[src/shared/spbcg_consts.svh]
// Functional notes
// - Four modes: normal, double, master, slave
// - Sync select zero async, one sync
// - Sync: direction output master, input slave
// - Transfer clock pin only used in sync
// - Down-counter reloads at zero or low write
// - One baud tick per zero, fosc/(div+1)
// - Transmitter divides ticks by 16, 8, 2
// - Receiver recovery uses 16, 8, 2 states
// - Bit rate per mode from divisor
// - Divisor is high:low, range 0-4095
// - Double speed only affects async operation
// - Double speed: receiver uses 8 samples
// - Slave clock synchronised then edge-detected
// - Master drives clock pin, slave reads it
// - Sample receive opposite to transmit change
// - Polarity zero: change rising, sample falling
// - One write buffer ahead of shifter, gapless
// - Two-level receive buffer, frame/overrun/parity errors
// - Separate tx complete, tx empty, rx complete
`ifndef SPBCG_CONSTS_SVH
`define SPBCG_CONSTS_SVH
`define SPBCG_DIV_W 12
`define SPBCG_LOW_W 8
`define SPBCG_DATA_W 8
`define SPBCG_NORM_LAST 4'hF
`define SPBCG_NORM_MID 4'h7
`define SPBCG_DBL_LAST 4'h7
`define SPBCG_DBL_MID 4'h3
`define SPBCG_SYNC_LAST 4'h1
`define SPBCG_SYNC_MID 4'h0
`define SPBCG_BIT_LAST 3'h7
`define SPBCG_SYNC_STAGES 2
`define SPBCG_RXBUF_DEPTH 2
`endif

[src/shared/spbcg_pkg.sv]
`include "spbcg_consts.svh"
package spbcg_pkg;
	typedef enum logic [1:0] {
		MODE_ASYNC_NORM, MODE_ASYNC_DBL, MODE_SYNC_MASTER, MODE_SYNC_SLAVE
	} spbcg_mode_t;
	typedef enum logic [2:0] {TX_IDLE, TX_START, TX_DATA, TX_PARITY, TX_STOP} spbcg_tx_state_t;
	typedef enum logic [2:0] {RX_IDLE, RX_START, RX_DATA, RX_PARITY, RX_STOP} spbcg_rx_state_t;
	typedef struct packed {
		logic sync_mode_select;
		logic double_speed_bit;
		logic transfer_clock_direction;
		logic clock_polarity_select;
		logic parity_enable;
		logic parity_odd;
	} spbcg_cfg_t;
	typedef struct packed {
		logic overrun;
		logic parity_err;
		logic frame_err;
		logic [`SPBCG_DATA_W-1:0] data;
	} spbcg_rx_word_t;
	typedef struct packed {
		logic tx_complete;
		logic tx_buffer_empty;
		logic rx_complete;
	} spbcg_evt_t;
endpackage

[src/verilog/spbcg_buf2.sv]
`timescale 1ns/10ps
module spbcg_buf2 #(
	parameter int W = 8,
	parameter int DEPTH = 2
) (
	input wire logic clk_sys,
	input wire logic rstn,
	input wire logic in_valid,
	output logic in_ready,
	input wire logic [W-1:0] in_data,
	output logic out_valid,
	input wire logic out_ready,
	output logic [W-1:0] out_data
);
	localparam int PW = (DEPTH > 1) ? $clog2(DEPTH) : 1;
	localparam int CW = $clog2(DEPTH + 1);
	logic [W-1:0] mem [DEPTH];
	logic [PW-1:0] wr_ptr, rd_ptr;
	logic [CW-1:0] count;
	logic push, pop;
	assign in_ready = (count != CW'(DEPTH));
	assign out_valid = (count != '0);
	assign push = in_valid && in_ready;
	assign pop = out_valid && out_ready;
	assign out_data = mem[rd_ptr];
	always_ff @(posedge clk_sys) begin
		if (push) begin
			mem[wr_ptr] <= in_data;
		end
	end
	always_ff @(posedge clk_sys) begin
		if (!rstn) begin
			wr_ptr <= '0;
			rd_ptr <= '0;
			count <= '0;
		end else begin
			if (push) begin
				wr_ptr <= (wr_ptr == PW'(DEPTH - 1)) ? '0 : wr_ptr + 1'b1;
			end
			if (pop) begin
				rd_ptr <= (rd_ptr == PW'(DEPTH - 1)) ? '0 : rd_ptr + 1'b1;
			end
			count <= count + CW'(push) - CW'(pop);
		end
	end
endmodule // spbcg_buf2

[src/verilog/spbcg_sync_edge.sv]
`timescale 1ns/10ps
module spbcg_sync_edge #(
	parameter int STAGES = 2,
	parameter logic RST_VAL = 1'b0
) (
	input wire logic clk_sys,
	input wire logic rstn,
	input wire logic async_in,
	output logic level,
	output logic rise,
	output logic fall
);
	logic [STAGES-1:0] chain;
	logic prev;
	// Only the last stage is looked at, never the first
	always_ff @(posedge clk_sys) begin
		if (!rstn) begin
			chain <= {STAGES{RST_VAL}};
			prev <= RST_VAL;
		end else begin
			chain <= {chain[STAGES-2:0], async_in};
			prev <= chain[STAGES-1];
		end
	end
	assign level = chain[STAGES-1];
	assign rise = chain[STAGES-1] && !prev;
	assign fall = !chain[STAGES-1] && prev;
endmodule // spbcg_sync_edge

[src/verilog/spbcg_top.sv]
`timescale 1ns/10ps
`include "spbcg_consts.svh"
module spbcg_top import spbcg_pkg::*; #(
	parameter int DIV_W = `SPBCG_DIV_W
) (
	input wire logic clk_sys,
	input wire logic rstn,
	input wire spbcg_cfg_t cfg,
	input wire logic power_gate,
	input wire logic [`SPBCG_LOW_W-1:0] baud_divisor_low,
	input wire logic [DIV_W-`SPBCG_LOW_W-1:0] baud_divisor_high,
	input wire logic baud_low_write,
	input wire logic tx_valid,
	output logic tx_ready,
	input wire logic [`SPBCG_DATA_W-1:0] tx_data,
	output logic rx_valid,
	input wire logic rx_ready,
	output spbcg_rx_word_t rx_word,
	output spbcg_evt_t events,
	output spbcg_mode_t mode,
	input wire logic receive_line,
	output logic transmit_line,
	input wire logic xck_in,
	output logic xck_out,
	output logic xck_oe
);
	logic run;
	logic [DIV_W-1:0] divisor, baud_cnt;
	logic baud_tick;
	logic [3:0] bit_last, bit_mid;
	logic is_sync;
	logic xck_int;
	logic xck_lvl, xck_rise, xck_fall;
	logic sync_launch, sync_sample;
	logic rxd;
	logic [3:0] tx_div;
	logic tx_step, tx_take;
	logic [`SPBCG_DATA_W-1:0] tx_hold, tx_shift;
	logic tx_hold_valid;
	logic [2:0] tx_cnt;
	logic tx_par;
	logic tx_done;
	spbcg_tx_state_t tx_state;
	logic [3:0] rx_ph;
	logic rx_sample;
	logic [`SPBCG_DATA_W-1:0] rx_shift;
	logic [2:0] rx_cnt;
	logic rx_perr, rx_ferr, rx_push, rx_stored;
	logic ovr_pending;
	logic buf_in_ready;
	spbcg_rx_state_t rx_state;
	spbcg_rx_word_t buf_in;

	// Gated port behaves as held in reset, apart from the two input synchronisers, which reset on rstn only
	assign run = rstn && !power_gate;

	// Double speed ignored when sync is selected
	always_comb begin
		if (!cfg.sync_mode_select) begin
			mode = cfg.double_speed_bit ? MODE_ASYNC_DBL : MODE_ASYNC_NORM;
		end else begin
			mode = cfg.transfer_clock_direction ? MODE_SYNC_MASTER : MODE_SYNC_SLAVE;
		end
	end
	assign is_sync = cfg.sync_mode_select;

	// Samples per bit by mode
	always_comb begin
		case (mode)
			MODE_ASYNC_NORM: begin
				bit_last = `SPBCG_NORM_LAST;
				bit_mid = `SPBCG_NORM_MID;
			end
			MODE_ASYNC_DBL: begin
				bit_last = `SPBCG_DBL_LAST;
				bit_mid = `SPBCG_DBL_MID;
			end
			default: begin
				bit_last = `SPBCG_SYNC_LAST;
				bit_mid = `SPBCG_SYNC_MID;
			end
		endcase
	end

	// Baud generator
	assign divisor = {baud_divisor_high, baud_divisor_low};
	assign baud_tick = (baud_cnt == '0);
	always_ff @(posedge clk_sys) begin
		if (!run) begin
			baud_cnt <= '0;
		end else if (baud_low_write || baud_tick) begin
			baud_cnt <= divisor;
		end else begin
			baud_cnt <= baud_cnt - 1'b1;
		end
	end

	// Master clock: one toggle per tick gives divide by two
	always_ff @(posedge clk_sys) begin
		if (!run || mode != MODE_SYNC_MASTER) begin
			xck_int <= 1'b0;
		end else if (baud_tick) begin
			xck_int <= ~xck_int;
		end
	end
	assign xck_out = xck_int;
	assign xck_oe = (mode == MODE_SYNC_MASTER);

	// Slave clock: two stages then edge detect
	spbcg_sync_edge #(.STAGES(`SPBCG_SYNC_STAGES), .RST_VAL(1'b0)) u_xck_sync (
		.clk_sys(clk_sys),
		.rstn(rstn),
		.async_in(xck_in),
		.level(xck_lvl),
		.rise(xck_rise),
		.fall(xck_fall)
	);
	spbcg_sync_edge #(.STAGES(`SPBCG_SYNC_STAGES), .RST_VAL(1'b1)) u_rxd_sync (
		.clk_sys(clk_sys),
		.rstn(rstn),
		.async_in(receive_line),
		.level(rxd),
		.rise(),
		.fall()
	);

	// Launch and sample on opposite edges, chosen by polarity
	always_comb begin
		sync_launch = 1'b0;
		sync_sample = 1'b0;
		case (mode)
			MODE_SYNC_MASTER: begin
				sync_launch = baud_tick && (xck_int == cfg.clock_polarity_select);
				sync_sample = baud_tick && (xck_int != cfg.clock_polarity_select);
			end
			MODE_SYNC_SLAVE: begin
				sync_launch = cfg.clock_polarity_select ? xck_fall : xck_rise;
				sync_sample = cfg.clock_polarity_select ? xck_rise : xck_fall;
			end
			default: begin
				sync_launch = 1'b0;
				sync_sample = 1'b0;
			end
		endcase
	end

	// Transmit bit clock from baud ticks
	always_ff @(posedge clk_sys) begin
		if (!run || is_sync) begin
			tx_div <= 4'h0;
		end else if (baud_tick) begin
			tx_div <= (tx_div >= bit_last) ? 4'h0 : tx_div + 4'h1;
		end
	end
	assign tx_step = is_sync ? sync_launch : (baud_tick && tx_div == bit_last);

	// Write buffer ahead of the shifter
	assign tx_ready = !tx_hold_valid;
	assign tx_take = tx_step && tx_hold_valid && (tx_state == TX_IDLE || tx_state == TX_STOP);
	always_ff @(posedge clk_sys) begin
		if (!run) begin
			tx_hold_valid <= 1'b0;
			tx_hold <= '0;
		end else if (tx_valid && tx_ready) begin
			tx_hold_valid <= 1'b1;
			tx_hold <= tx_data;
		end else if (tx_take) begin
			tx_hold_valid <= 1'b0;
		end
	end

	// Transmitter; line register holds the bit now on the wire
	always_ff @(posedge clk_sys) begin
		if (!run) begin
			tx_state <= TX_IDLE;
			transmit_line <= 1'b1;
			tx_shift <= '0;
			tx_cnt <= 3'h0;
			tx_par <= 1'b0;
			tx_done <= 1'b0;
		end else begin
			tx_done <= 1'b0;
			case (tx_state)
				TX_IDLE: begin
					if (tx_take) begin
						transmit_line <= 1'b0;
						tx_shift <= tx_hold;
						tx_state <= TX_START;
					end
				end
				TX_START: begin
					if (tx_step) begin
						transmit_line <= tx_shift[0];
						tx_par <= (^tx_shift) ^ cfg.parity_odd;
						tx_cnt <= 3'h0;
						tx_state <= TX_DATA;
					end
				end
				TX_DATA: begin
					if (tx_step) begin
						tx_shift <= {1'b0, tx_shift[`SPBCG_DATA_W-1:1]};
						tx_cnt <= tx_cnt + 3'h1;
						if (tx_cnt != `SPBCG_BIT_LAST) begin
							transmit_line <= tx_shift[1];
						end else if (cfg.parity_enable) begin
							transmit_line <= tx_par;
							tx_state <= TX_PARITY;
						end else begin
							transmit_line <= 1'b1;
							tx_state <= TX_STOP;
						end
					end
				end
				TX_PARITY: begin
					if (tx_step) begin
						transmit_line <= 1'b1;
						tx_state <= TX_STOP;
					end
				end
				TX_STOP: begin
					if (tx_take) begin
						transmit_line <= 1'b0;
						tx_shift <= tx_hold;
						tx_state <= TX_START;
					end else if (tx_step) begin
						tx_state <= TX_IDLE;
						tx_done <= 1'b1;
					end
				end
				default: begin
					tx_state <= TX_IDLE;
					transmit_line <= 1'b1;
				end
			endcase
		end
	end

	// Receiver phase counter steps on raw baud ticks
	always_ff @(posedge clk_sys) begin
		if (!run || rx_state == RX_IDLE || is_sync) begin
			rx_ph <= 4'h0;
		end else if (baud_tick) begin
			if (rx_state == RX_START && rx_ph == bit_mid) begin
				rx_ph <= 4'h0;
			end else begin
				rx_ph <= (rx_ph >= bit_last) ? 4'h0 : rx_ph + 4'h1;
			end
		end
	end
	assign rx_sample = is_sync ? sync_sample : (baud_tick && rx_ph == bit_last);

	// Receiver; mid-bit sampling, false start rejected
	always_ff @(posedge clk_sys) begin
		if (!run) begin
			rx_state <= RX_IDLE;
			rx_shift <= '0;
			rx_cnt <= 3'h0;
			rx_perr <= 1'b0;
			rx_ferr <= 1'b0;
			rx_push <= 1'b0;
		end else begin
			rx_push <= 1'b0;
			case (rx_state)
				RX_IDLE: begin
					rx_cnt <= 3'h0;
					rx_perr <= 1'b0;
					if (is_sync ? (sync_sample && !rxd) : (baud_tick && !rxd)) begin
						rx_state <= is_sync ? RX_DATA : RX_START;
					end
				end
				RX_START: begin
					if (baud_tick && rx_ph == bit_mid) begin
						rx_state <= rxd ? RX_IDLE : RX_DATA;
					end
				end
				RX_DATA: begin
					if (rx_sample) begin
						rx_shift <= {rxd, rx_shift[`SPBCG_DATA_W-1:1]};
						rx_cnt <= rx_cnt + 3'h1;
						if (rx_cnt == `SPBCG_BIT_LAST) begin
							rx_state <= cfg.parity_enable ? RX_PARITY : RX_STOP;
						end
					end
				end
				RX_PARITY: begin
					if (rx_sample) begin
						rx_perr <= rxd != ((^rx_shift) ^ cfg.parity_odd);
						rx_state <= RX_STOP;
					end
				end
				RX_STOP: begin
					if (rx_sample) begin
						rx_ferr <= !rxd;
						rx_push <= 1'b1;
						rx_state <= RX_IDLE;
					end
				end
				default: begin
					rx_state <= RX_IDLE;
				end
			endcase
		end
	end

	// Overrun marks the next stored word; set wins over clear
	always_ff @(posedge clk_sys) begin
		if (!run) begin
			ovr_pending <= 1'b0;
			rx_stored <= 1'b0;
		end else begin
			rx_stored <= rx_push && buf_in_ready;
			if (rx_push && !buf_in_ready) begin
				ovr_pending <= 1'b1;
			end else if (rx_push) begin
				ovr_pending <= 1'b0;
			end
		end
	end
	always_comb begin
		buf_in.overrun = ovr_pending;
		buf_in.parity_err = rx_perr;
		buf_in.frame_err = rx_ferr;
		buf_in.data = rx_shift;
	end

	// Two-level receive buffer; a stalled reader fills it
	spbcg_buf2 #(.W($bits(spbcg_rx_word_t)), .DEPTH(`SPBCG_RXBUF_DEPTH)) u_rx_buf (
		.clk_sys(clk_sys),
		.rstn(run),
		.in_valid(rx_push),
		.in_ready(buf_in_ready),
		.in_data(buf_in),
		.out_valid(rx_valid),
		.out_ready(rx_ready),
		.out_data(rx_word)
	);

	always_comb begin
		events.tx_complete = tx_done;
		events.tx_buffer_empty = !tx_hold_valid;
		events.rx_complete = rx_stored;
	end
endmodule // spbcg_top
[config.mk]
export PLATFORM = sky130hd
export DESIGN_NAME = spbcg_top
export DESIGN_NICKNAME = d
export VERILOG_FILES = /design/src/shared/spbcg_pkg.sv /design/src/verilog/spbcg_buf2.sv /design/src/verilog/spbcg_sync_edge.sv /design/src/verilog/spbcg_top.sv
export VERILOG_INCLUDE_DIRS = /design/src /design/src/shared
export SDC_FILE = /design/constraint.sdc
export NUM_CORES = 1
export LEC_CHECK = 0
export BUFFER_PORTS_ARGS = -buffer_cell sky130_fd_sc_hd__buf_2
export CAP_MARGIN = 20
export CORE_ASPECT_RATIO = 1.25
export CORE_UTILIZATION = 55
export CTS_CLUSTER_SIZE = 30
export DETAILED_ROUTE_END_ITERATION = 10
export GPL_TIMING_DRIVEN = 0
export PLACE_DENSITY_LB_ADDON = 0.05
export SYNTH_ARGS = -nofsm -noshare
export SYNTH_HDL_FRONTEND = slang
export SYNTH_SLANG_ARGS = --single-unit
[constraint.sdc]
create_clock -name clk_sys -period 5.4 [get_ports clk_sys]
set_input_delay 0 -clock clk_sys [delete_from_list [all_inputs] [get_ports clk_sys]]
set_output_delay 0 -clock clk_sys [all_outputs]
set_load 0.05 [all_outputs]
==> results of run 1 <==
layout by cell type (no fill, tap or decap), types with 3 or more instances in the layout:
cell	n
sky130_fd_sc_hd__dfxtp_1	76
sky130_fd_sc_hd__nor2_1	60
sky130_fd_sc_hd__buf_2	55
sky130_fd_sc_hd__nand2_1	37
sky130_fd_sc_hd__xnor2_1	29
sky130_fd_sc_hd__dlygate4sd3_1	28
sky130_fd_sc_hd__a21oi_1	23
sky130_fd_sc_hd__edfxtp_1	22
sky130_fd_sc_hd__a211oi_1	19
sky130_fd_sc_hd__nor3_1	16
sky130_fd_sc_hd__mux2i_1	16
sky130_fd_sc_hd__ha_1	16
sky130_fd_sc_hd__clkbuf_1	15
sky130_fd_sc_hd__inv_1	12
sky130_fd_sc_hd__o21ai_0	12
sky130_fd_sc_hd__mux2_2	12
sky130_fd_sc_hd__nand3_1	12
sky130_fd_sc_hd__nand2b_1	10
sky130_fd_sc_hd__clkbuf_8	9
sky130_fd_sc_hd__and2_1	8
sky130_fd_sc_hd__xor2_1	8
sky130_fd_sc_hd__buf_4	5
sky130_fd_sc_hd__a31oi_1	5
sky130_fd_sc_hd__nand4_1	5
sky130_fd_sc_hd__nor2b_1	5
sky130_fd_sc_hd__buf_1	3
sky130_fd_sc_hd__nor3b_1	3
sky130_fd_sc_hd__o21a_1	3
sky130_fd_sc_hd__o22ai_1	3
power groups by stage:
| stage | Clock [mW] | Sequential, mW | Combinational, mW |
|---|---|---|---|
| floorplan | 0 | 0.783 | 0.107 |
| global placement | 0 | 0.785 | 0.145 |
| finish | 0.441 | 0.768 | 0.165 |
| detailed placement | 0 | 0.785 | 0.148 |
| CTS | 0.453 | 0.768 | 0.165 |
| global route | 0.486 | 0.770 | 0.181 |
worst reg2reg max path, cell delays in order (launching register included):
cell and delay [ns]:
sky130_fd_sc_hd__dfxtp_1 0.36, sky130_fd_sc_hd__inv_1 0.08, sky130_fd_sc_hd__ha_1 0.20, sky130_fd_sc_hd__nor4b_2 0.17
sky130_fd_sc_hd__and3_1 0.19, sky130_fd_sc_hd__buf_4 0.17, sky130_fd_sc_hd__nor2_1 0.31, sky130_fd_sc_hd__nor2_1 0.10
sky130_fd_sc_hd__dlygate4sd3_1 0.59, sky130_fd_sc_hd__a211oi_1 0.20
kinds of logic (layout without fill, tap and decap cells):
logic type      count (synthesis)  in the layout
flops                          98             98
fa+ha+maj                      16             16
mux                            28             28
simple gates                  175            175
buf+inv                        37            135
xor+xnor                       37             37
compound gates                 86             86
per-stage QoR:
step           hold slack [ns]  worst slack [ns]
2_1_floorplan           0.0730              3.42
3_3_place_gp             0.200              3.01
3_5_place_dp             0.201              2.98
5_1_grt                 0.0799              2.83
6_report                0.0399              2.98
4_1_cts                 0.0231              2.97
worst min path at each step:
stage,depth (start not counted),end,slack [ns],from
final,4,u_rx_buf.rd_ptr$_SDFFE_PN0P_,0.04,rx_ready
after detailed placement,2,u_rxd_sync.chain[0]$_SDFF_PN1_,0.20,receive_line
after global routing,4,baud_cnt[0]$_SDFF_PN0_,0.08,baud_low_write
after floorplan,1,u_rxd_sync.chain[1]$_SDFF_PN1_,0.07,rstn
after CTS,4,u_rx_buf.rd_ptr$_SDFFE_PN0P_,0.02,rx_ready
after global placement,2,u_rxd_sync.chain[0]$_SDFF_PN1_,0.20,receive_line
state kept, by name (all words and copies together) (netlist names), 2 cells and up, named ones only:
signal and count:
u_rx_buf.mem 22, baud_cnt 12, rx_shift 8, tx_hold 8, tx_shift 8, rx_ph 4, tx_div 4, rx_cnt 3
rx_state 3, tx_cnt 3, tx_state 3, u_rx_buf.count 2, u_rxd_sync.chain 2, u_xck_sync.chain 2
per-layer routing:
layer	vias up	track usage, %	share of wire, %
met5	-	0	0
met4	0	10.8	2.1
li1	1871	-	-
met3	17	4.19	3.0
met2	79	40.1	51
met1	1684	25.7	44
final cells by class:
type,instances,share of cell area (%)
buffer,25,2.35
clock buffer,10,2.33
clock inverter,6,0.912
inverter,12,0.821
multi-input combinational,342,41.6
sequential,98,39.8
tap,97,2.21
timing repair buffer,82,10.0
==> metrics.log, run 1 <==
INFO  metric final_cell_count_no_fill = 672
INFO  metric synth_common_cells = 76 x sky130_fd_sc_hd__dfxtp_1, 60 x sky130_fd_sc_hd__nor2_1, 37 x sky130_fd_sc_hd__nand2_1
INFO  metric wl = 9380 microns
INFO  metric via_count = around 3700
INFO  metric postLayoutCellArea = approximately 5500 sq um
INFO  metric synth-edff-count = 22
INFO  metric core.rowCount = 37
INFO  metric routedWlPerCell = 14.0 microns
INFO  metric synth-adder-area-share = under 10%
INFO  metric postSynth.topFlopCell = sky130_fd_sc_hd__dfxtp_1
INFO  metric critical_path.cell_chain = inv_1 > ha_1 > nor4b_2 > and3_1 > buf_4 > nor2_1 > nor2_1 > dlygate4sd3_1 > a211oi_1
INFO  metric relSlewSlack = between 30 and 40%
INFO  metric clock_power_share = 32.1%
INFO  metric global_route.usage.total = around 22%
INFO  metric first_global_vias = between 3000 and 4000
INFO  metric grt_first_pass_wirelength = 15700 microns
INFO  metric design.final.nets = 620
INFO  metric setup_viol_count_final = 0
INFO  metric worst_path_max_delay_cell = sky130_fd_sc_hd__dlygate4sd3_1
INFO  metric critical_path_peak_fanout = 9
INFO  metric synth_area_leader_cell = sky130_fd_sc_hd__dfxtp_1
INFO  metric worstSetupEndpoint = baud_cnt[8]$_SDFF_PN0_
INFO  metric tritoncts = yes
INFO  metric asyncSetResetFlopFracSynth = 0%
INFO  metric netSwitchingFraction = between 20% and 30%
INFO  metric setup.worst_path.class = reg2reg
INFO  metric cts.sink_count = about 100
INFO  metric multi_input_comb_area = approximately 2300 sq um
INFO  metric final.fill_count = 665
INFO  metric pwr-share-comb = between 10% and 20%
INFO  metric timing.rr.start = baud_cnt[0]$_SDFF_PN0_
INFO  metric detail-route-antenna-nets = 0
INFO  metric slew_violations = 0
INFO  metric ir_drop = ~0.00016 V
INFO  metric launch_point_of_the_critical_path = baud_cnt[0]$_SDFF_PN0_
INFO  metric ctsHtreeMaxLevel = 3
INFO  metric core_region_area = around 8000 sq um
INFO  metric total_power = 1.37 mW
INFO  metric synthMostInstantiatedCell = sky130_fd_sc_hd__dfxtp_1
INFO  metric diodes = 0
INFO  metric syn_to_final_growth = 18.3%
INFO  metric totalNegativeSetupSlack = 0 ns
INFO  metric post-cts-setup-buffers = 0
INFO  metric finClkSkew = roughly 0.014 ns
INFO  metric cts_buffers = 9
INFO  metric critPathBufInv = 3
INFO  metric number_of_warning_messages_in_the_yosys_log = 0
INFO  metric violations = design-rule violations
INFO  metric die-width = 84.1 microns
INFO  metric antenna_found_initial = 0
INFO  metric cp_slowest_stage_delay = 0.59 ns
INFO  metric power.internal = between 1 and 1.5 mW
INFO  metric avgViaCountPerCell = around 5.4
INFO  metric placedInstanceArea = roughly 5000 sq um
INFO  metric dp.cells = ~630
INFO  metric max_clk_rate = between 400 and 500 MHz
INFO  metric crit_arrival = about 2.7 ns
INFO  metric worstHoldPathType = in2reg
INFO  metric rr_worst_depth = 9
INFO  metric syn_avg_cell_area = a little under 10 sq um
INFO  metric cap_viol_max_count = 0
INFO  metric timing.final.crit_share = approximately 45%
INFO  metric timing.reg2reg.setup_slack = slightly below 3 ns
INFO  metric grt_max_degree = 18
INFO  metric post_cts_resized = 0
INFO  metric compound_gate_fraction_of_synth_area = roughly 13%
INFO  metric detailed_place_hpwl = 6600 microns
INFO  metric worstSetupPathDepth = 9
INFO  metric yosys.area.top_type_share = about a third
INFO  metric postLayoutCoreUtil = 67.0%
INFO  metric drt_iter0_drc = 143
INFO  metric drtPass1Iterations = 7
INFO  metric unrepaired_setup_endpoints_after_global_routing = no
INFO  metric synth_area = 4640 sq um
INFO  metric design.die.area = 8810 sq um
INFO  metric sw_power = 0.372 mW
INFO  metric timing.critical_path.required = 5.70 ns
INFO  metric main_combinational_cell_family_by_area_after_synthesis = simple AND/OR/NAND/NOR gates
INFO  metric port-buffer-count = 54
INFO  metric detail_route.drc_violations = 8
INFO  metric report.final.hold_viol_count = 0
INFO  metric run_status = finished, violations left
INFO  metric path_common_cell = sky130_fd_sc_hd__nor2_1
INFO  metric cts_buffer_depth = 2
INFO  metric insertion_delay = ~0.37 ns
INFO  metric netlist_top_cells_area = sky130_fd_sc_hd__dfxtp_1 33%, sky130_fd_sc_hd__edfxtp_1 14%, sky130_fd_sc_hd__xnor2_1 5.5%, sky130_fd_sc_hd__nor2_1 4.9%, sky130_fd_sc_hd__ha_1 4.3%
INFO  metric seq_area = roughly 2200 sq um
INFO  metric ctsRootBufferMaster = sky130_fd_sc_hd__clkbuf_8
INFO  metric power-per-cell-area = between 200 and 300 nW/um^2
INFO  metric gp_congestion = about 0.9
INFO  metric synth.yosys.seq_area_share = approximately 47%
INFO  metric synthCells = ~480
INFO  metric synthDistinctLibCells = 57
INFO  metric synth-simple-area-share = between 10% and 20%
INFO  metric layout-drive-gt1-share = between 15 and 20%
INFO  metric final_period_minus_worst_setup_slack = roughly 2.4 ns
INFO  metric crit_path_start_kind = flip-flop
INFO  metric chipHeight = 105 microns
INFO  metric max_slew.worst_pin.slew = just over 0.9 ns
INFO  metric number_of_flip_flops_and_latches_in_the_synthesized_netlist = 98
INFO  metric cpLargestDelayFamily = buffers and inverters
INFO  metric sequentialPowerShare = 55.9%
INFO  metric grt-ovfl-total = 0
INFO  metric muxShareOfSynthArea = about 6.4%
INFO  metric postSynthNetCount = 527
INFO  metric num_io_pins = 55
INFO  metric post_synth_xor_area_fraction = under 10%
INFO  metric critical_path.reg2reg.endpoint = baud_cnt[8]$_SDFF_PN0_
INFO  metric worstSetupEndpointType = flip-flop
INFO  metric path_clk_slew = roughly 0.10 ns
INFO  metric total_leakage_power = around 2.2 nW
INFO  metric cts_hold_buffers = 28
INFO  metric initial_utilization = around 57%
(Power assumes the default switching activity.)
==> run 2: changes to the inputs <==
- clock period: 5.4 -> 2.3 ns (I/O delays scaled with it)
==> run 2 against run 1 <==
The run still ends with design-rule violations left. Via count increased by 1.4%. Final area grew 1.3%. Global-route usage barely moved. Critical endpoint is now tx_shift[2]$_SDFFE_PN0P_. Register-to-register slack worse by 2.9 ns. Largest cell class unchanged. Final cell count increased by 0.74%. Clock power increased by 140%. Utilization increased by 0.87 points. Routed wire length rose by 0.29%. Clock-buffer cell count did not move.
==> metrics.log, run 2 (synthesis results as in run 1) <==
INFO  metric path_clk_slew = ~0.10 ns
INFO  metric mostFrequentLayoutCells = 75 x sky130_fd_sc_hd__dfxtp_1, 59 x sky130_fd_sc_hd__nor2_1, 55 x sky130_fd_sc_hd__buf_2
INFO  metric wl_met1 = around 4000 microns
INFO  metric totalNegativeSetupSlack = 0 ns
INFO  metric layout_commonest_cell = sky130_fd_sc_hd__dfxtp_1
INFO  metric netSwitchingFraction = 27.1%
INFO  metric total_leakage_power = between 2 and 2.5 nW
INFO  metric dp.cells = around 630
INFO  metric syn_to_final_growth = 19.8%
INFO  metric num_io_pins = 55
INFO  metric detail-route-antenna-nets = 0
INFO  metric ctsHtreeMaxLevel = 3
INFO  metric port-buffer-count = 54
INFO  metric diodes = 0
INFO  metric chipHeight = ~100 microns
INFO  metric core.rowCount = 37
INFO  metric setup.worst_path.class = reg2reg
INFO  metric max_slew.worst_pin.slew = 0.902 ns
INFO  metric rr_worst_depth = 10
INFO  metric regMostFlops = u_rx_buf.mem
INFO  metric timing.critical_path.required = ~2.6 ns
INFO  metric max_clk_rate = around 460 MHz
INFO  metric initial_utilization = around 57%
INFO  metric finClkSkew = approximately 0.013 ns
INFO  metric grt-ovfl-total = 0
INFO  metric grt_first_pass_wirelength = ~16000 microns
INFO  metric crit_path_start_kind = flip-flop
INFO  metric power.internal = 2.36 mW
INFO  metric crit_arrival = around 2.5 ns
INFO  metric relSlewSlack = approximately two fifths
INFO  metric power-per-cell-area = 583 nW/um^2
INFO  metric layout-drive-gt1-share = between 10% and 20%
INFO  metric gp_congestion = ~0.9
INFO  metric postLayoutCellArea = about 5600 sq um
INFO  metric worst_hold_startpoint = rx_ready
INFO  metric hold_ws = 0.0401 ns
INFO  metric timing.rr.start = baud_cnt[1]$_SDFF_PN0_
INFO  metric slew_violations = 0
INFO  metric core_region_area = 8190 sq um
INFO  metric critical_path.reg2reg.endpoint = tx_shift[2]$_SDFFE_PN0P_
INFO  metric grt_max_degree = 18
INFO  metric drt_iter0_drc = around 190
INFO  metric placedInstanceArea = between 5000 and 6000 sq um
INFO  metric violations = design-rule violations
INFO  metric cts_buffers = 9
INFO  metric cts_buffer_depth = 2
INFO  metric report.final.hold_viol_count = 0
INFO  metric tritoncts = yes
INFO  metric final.fill_count = between 600 and 700
INFO  metric timing.reg2reg.setup_slack = 0.12 ns
INFO  metric setup_viol_count_final = 0
INFO  metric routed.top_layer = met4
INFO  metric unrepaired_setup_endpoints_after_global_routing = yes
INFO  metric run_status = finished, violations left
INFO  metric critical_path_peak_fanout = 9
INFO  metric routedWlPerCell = approximately 14 microns
INFO  metric drtPass1Iterations = 8
INFO  metric avgViaCountPerCell = roughly 5.5
INFO  metric detailroute.wirelength.met2 = between 4000 and 5000 microns
INFO  metric clock_power_share = between 30% and 40%
INFO  metric design.final.nets = between 600 and 700
INFO  metric via_count = approximately 3700
INFO  metric final_cell_count_no_fill = 677
INFO  metric wl_met3 = between 300 and 400 microns
INFO  metric global_route.usage.total = approximately 22%
INFO  metric design.die.area = ~8800 sq um
INFO  metric largest_register_ff_count = 22
INFO  metric sequentialPowerShare = 55.7%
INFO  metric wl = 9400 microns
INFO  metric first_global_vias = around 3500
INFO  metric worstSetupEndpoint = tx_shift[2]$_SDFFE_PN0P_
INFO  metric sw_power = 0.877 mW
INFO  metric final_period_minus_worst_setup_slack = ~2.2 ns
INFO  metric launch_point_of_the_critical_path = baud_cnt[1]$_SDFF_PN0_
INFO  metric cap_viol_max_count = 0
INFO  metric worstHoldPathType = in2reg
INFO  metric ctsRootBufferMaster = sky130_fd_sc_hd__clkbuf_8
INFO  metric largestRegisters = u_rx_buf.mem (22), baud_cnt (12)
INFO  metric detailedPlace.worstSlack = -0.121 ns
INFO  metric die-width = ~84 microns
INFO  metric cts.sink_count = 98
INFO  metric detailed_place_hpwl = approximately 6600 microns
INFO  metric worstSetupEndpointType = flip-flop
INFO  metric postLayoutCoreUtil = around 68%
INFO  metric pwr-share-comb = around an eighth
INFO  metric ir_drop = around 0.00038 V
INFO  metric timing.final.crit_share = between 90% and 100%
INFO  metric total_power = between 3 and 4 mW
INFO  metric antenna_found_initial = 0
INFO  metric worst_slack = around 0.12 ns
INFO  metric detail_route.drc_violations = 8
INFO  metric insertion_delay = approximately 0.37 ns
==> run 2: cell count changes in the layout (fill, tap and decap cells not counted), moves of 2 or more <==
cell                       delta
sky130_fd_sc_hd__a211oi_1     -3
sky130_fd_sc_hd__a211oi_2     +3
sky130_fd_sc_hd__buf_4        +4
sky130_fd_sc_hd__buf_6        +2
==> run 2: final cells by class <==
| type | instances | area (sq um) | area share [%] |
|---|---|---|---|
| Buffer | 25 | 140 | 2.52 |
| Multi-Input combinational cell | 342 | 2310 | 41.5 |
| Sequential cell | 98 | 2180 | 39.3 |
| Clock inverter | 6 | 50.0 | 0.900 |
| Clock buffer | 10 | 128 | 2.30 |
| Tap cell | 97 | 121 | 2.18 |
| Inverter | 12 | 45.0 | 0.810 |
| Timing Repair Buffer | 87 | 583 | 10.5 |
==> run 2: worst min path at each step <==
stage,to,cells after the start
final,u_rx_buf.rd_ptr$_SDFFE_PN0P_,4
after global routing,flip-flop,4
after CTS,u_rx_buf.rd_ptr$_SDFFE_PN0P_,4
after detailed placement,u_rxd_sync.chain[0]$_SDFF_PN1_,2
after global placement,u_rxd_sync.chain[0]$_SDFF_PN1_,2
after floorplan,u_rxd_sync.chain[1]$_SDFF_PN1_,1
==> run 2: routing by layer <==
layer / vias up / global-route usage, %
li1: 1885 / -
met1: 1717 / 25.6
met2: 81 / 40.3
met3: 18 / 4.19
met4: 0 / 10.5
met5: - / 0
==> run 2: critical path, stage by stage (launching register included) <==
cell	delay (ns)
sky130_fd_sc_hd__dfxtp_1	0.36
sky130_fd_sc_hd__inv_1	0.07
sky130_fd_sc_hd__ha_1	0.18
sky130_fd_sc_hd__nor4b_4	0.13
sky130_fd_sc_hd__and3_1	0.21
sky130_fd_sc_hd__buf_6	0.15
sky130_fd_sc_hd__a22oi_2	0.39
sky130_fd_sc_hd__a211oi_4	0.07
sky130_fd_sc_hd__buf_4	0.18
sky130_fd_sc_hd__buf_2	0.16
sky130_fd_sc_hd__a211oi_1	0.19
==> run 2: power by group through the flow <==
stage	clock (mW)	combinational, mW	sequential, mW
floorplan	0	0.251	1.84
global placement	0	0.340	1.84
detailed placement	0	0.347	1.84
CTS	1.06	0.389	1.80
global route	1.14	0.440	1.81
finish	1.04	0.401	1.81
==> run 2: repair_timing <==
item                                    CTS  global route
setup buffers                             1             4
hold buffers                             27             0
pin swaps                                 0             2
endpoints found under the hold margin    26             0
cloned                                    0             1
endpoints found under the setup margin    2            25
gates resized for setup                   0            12
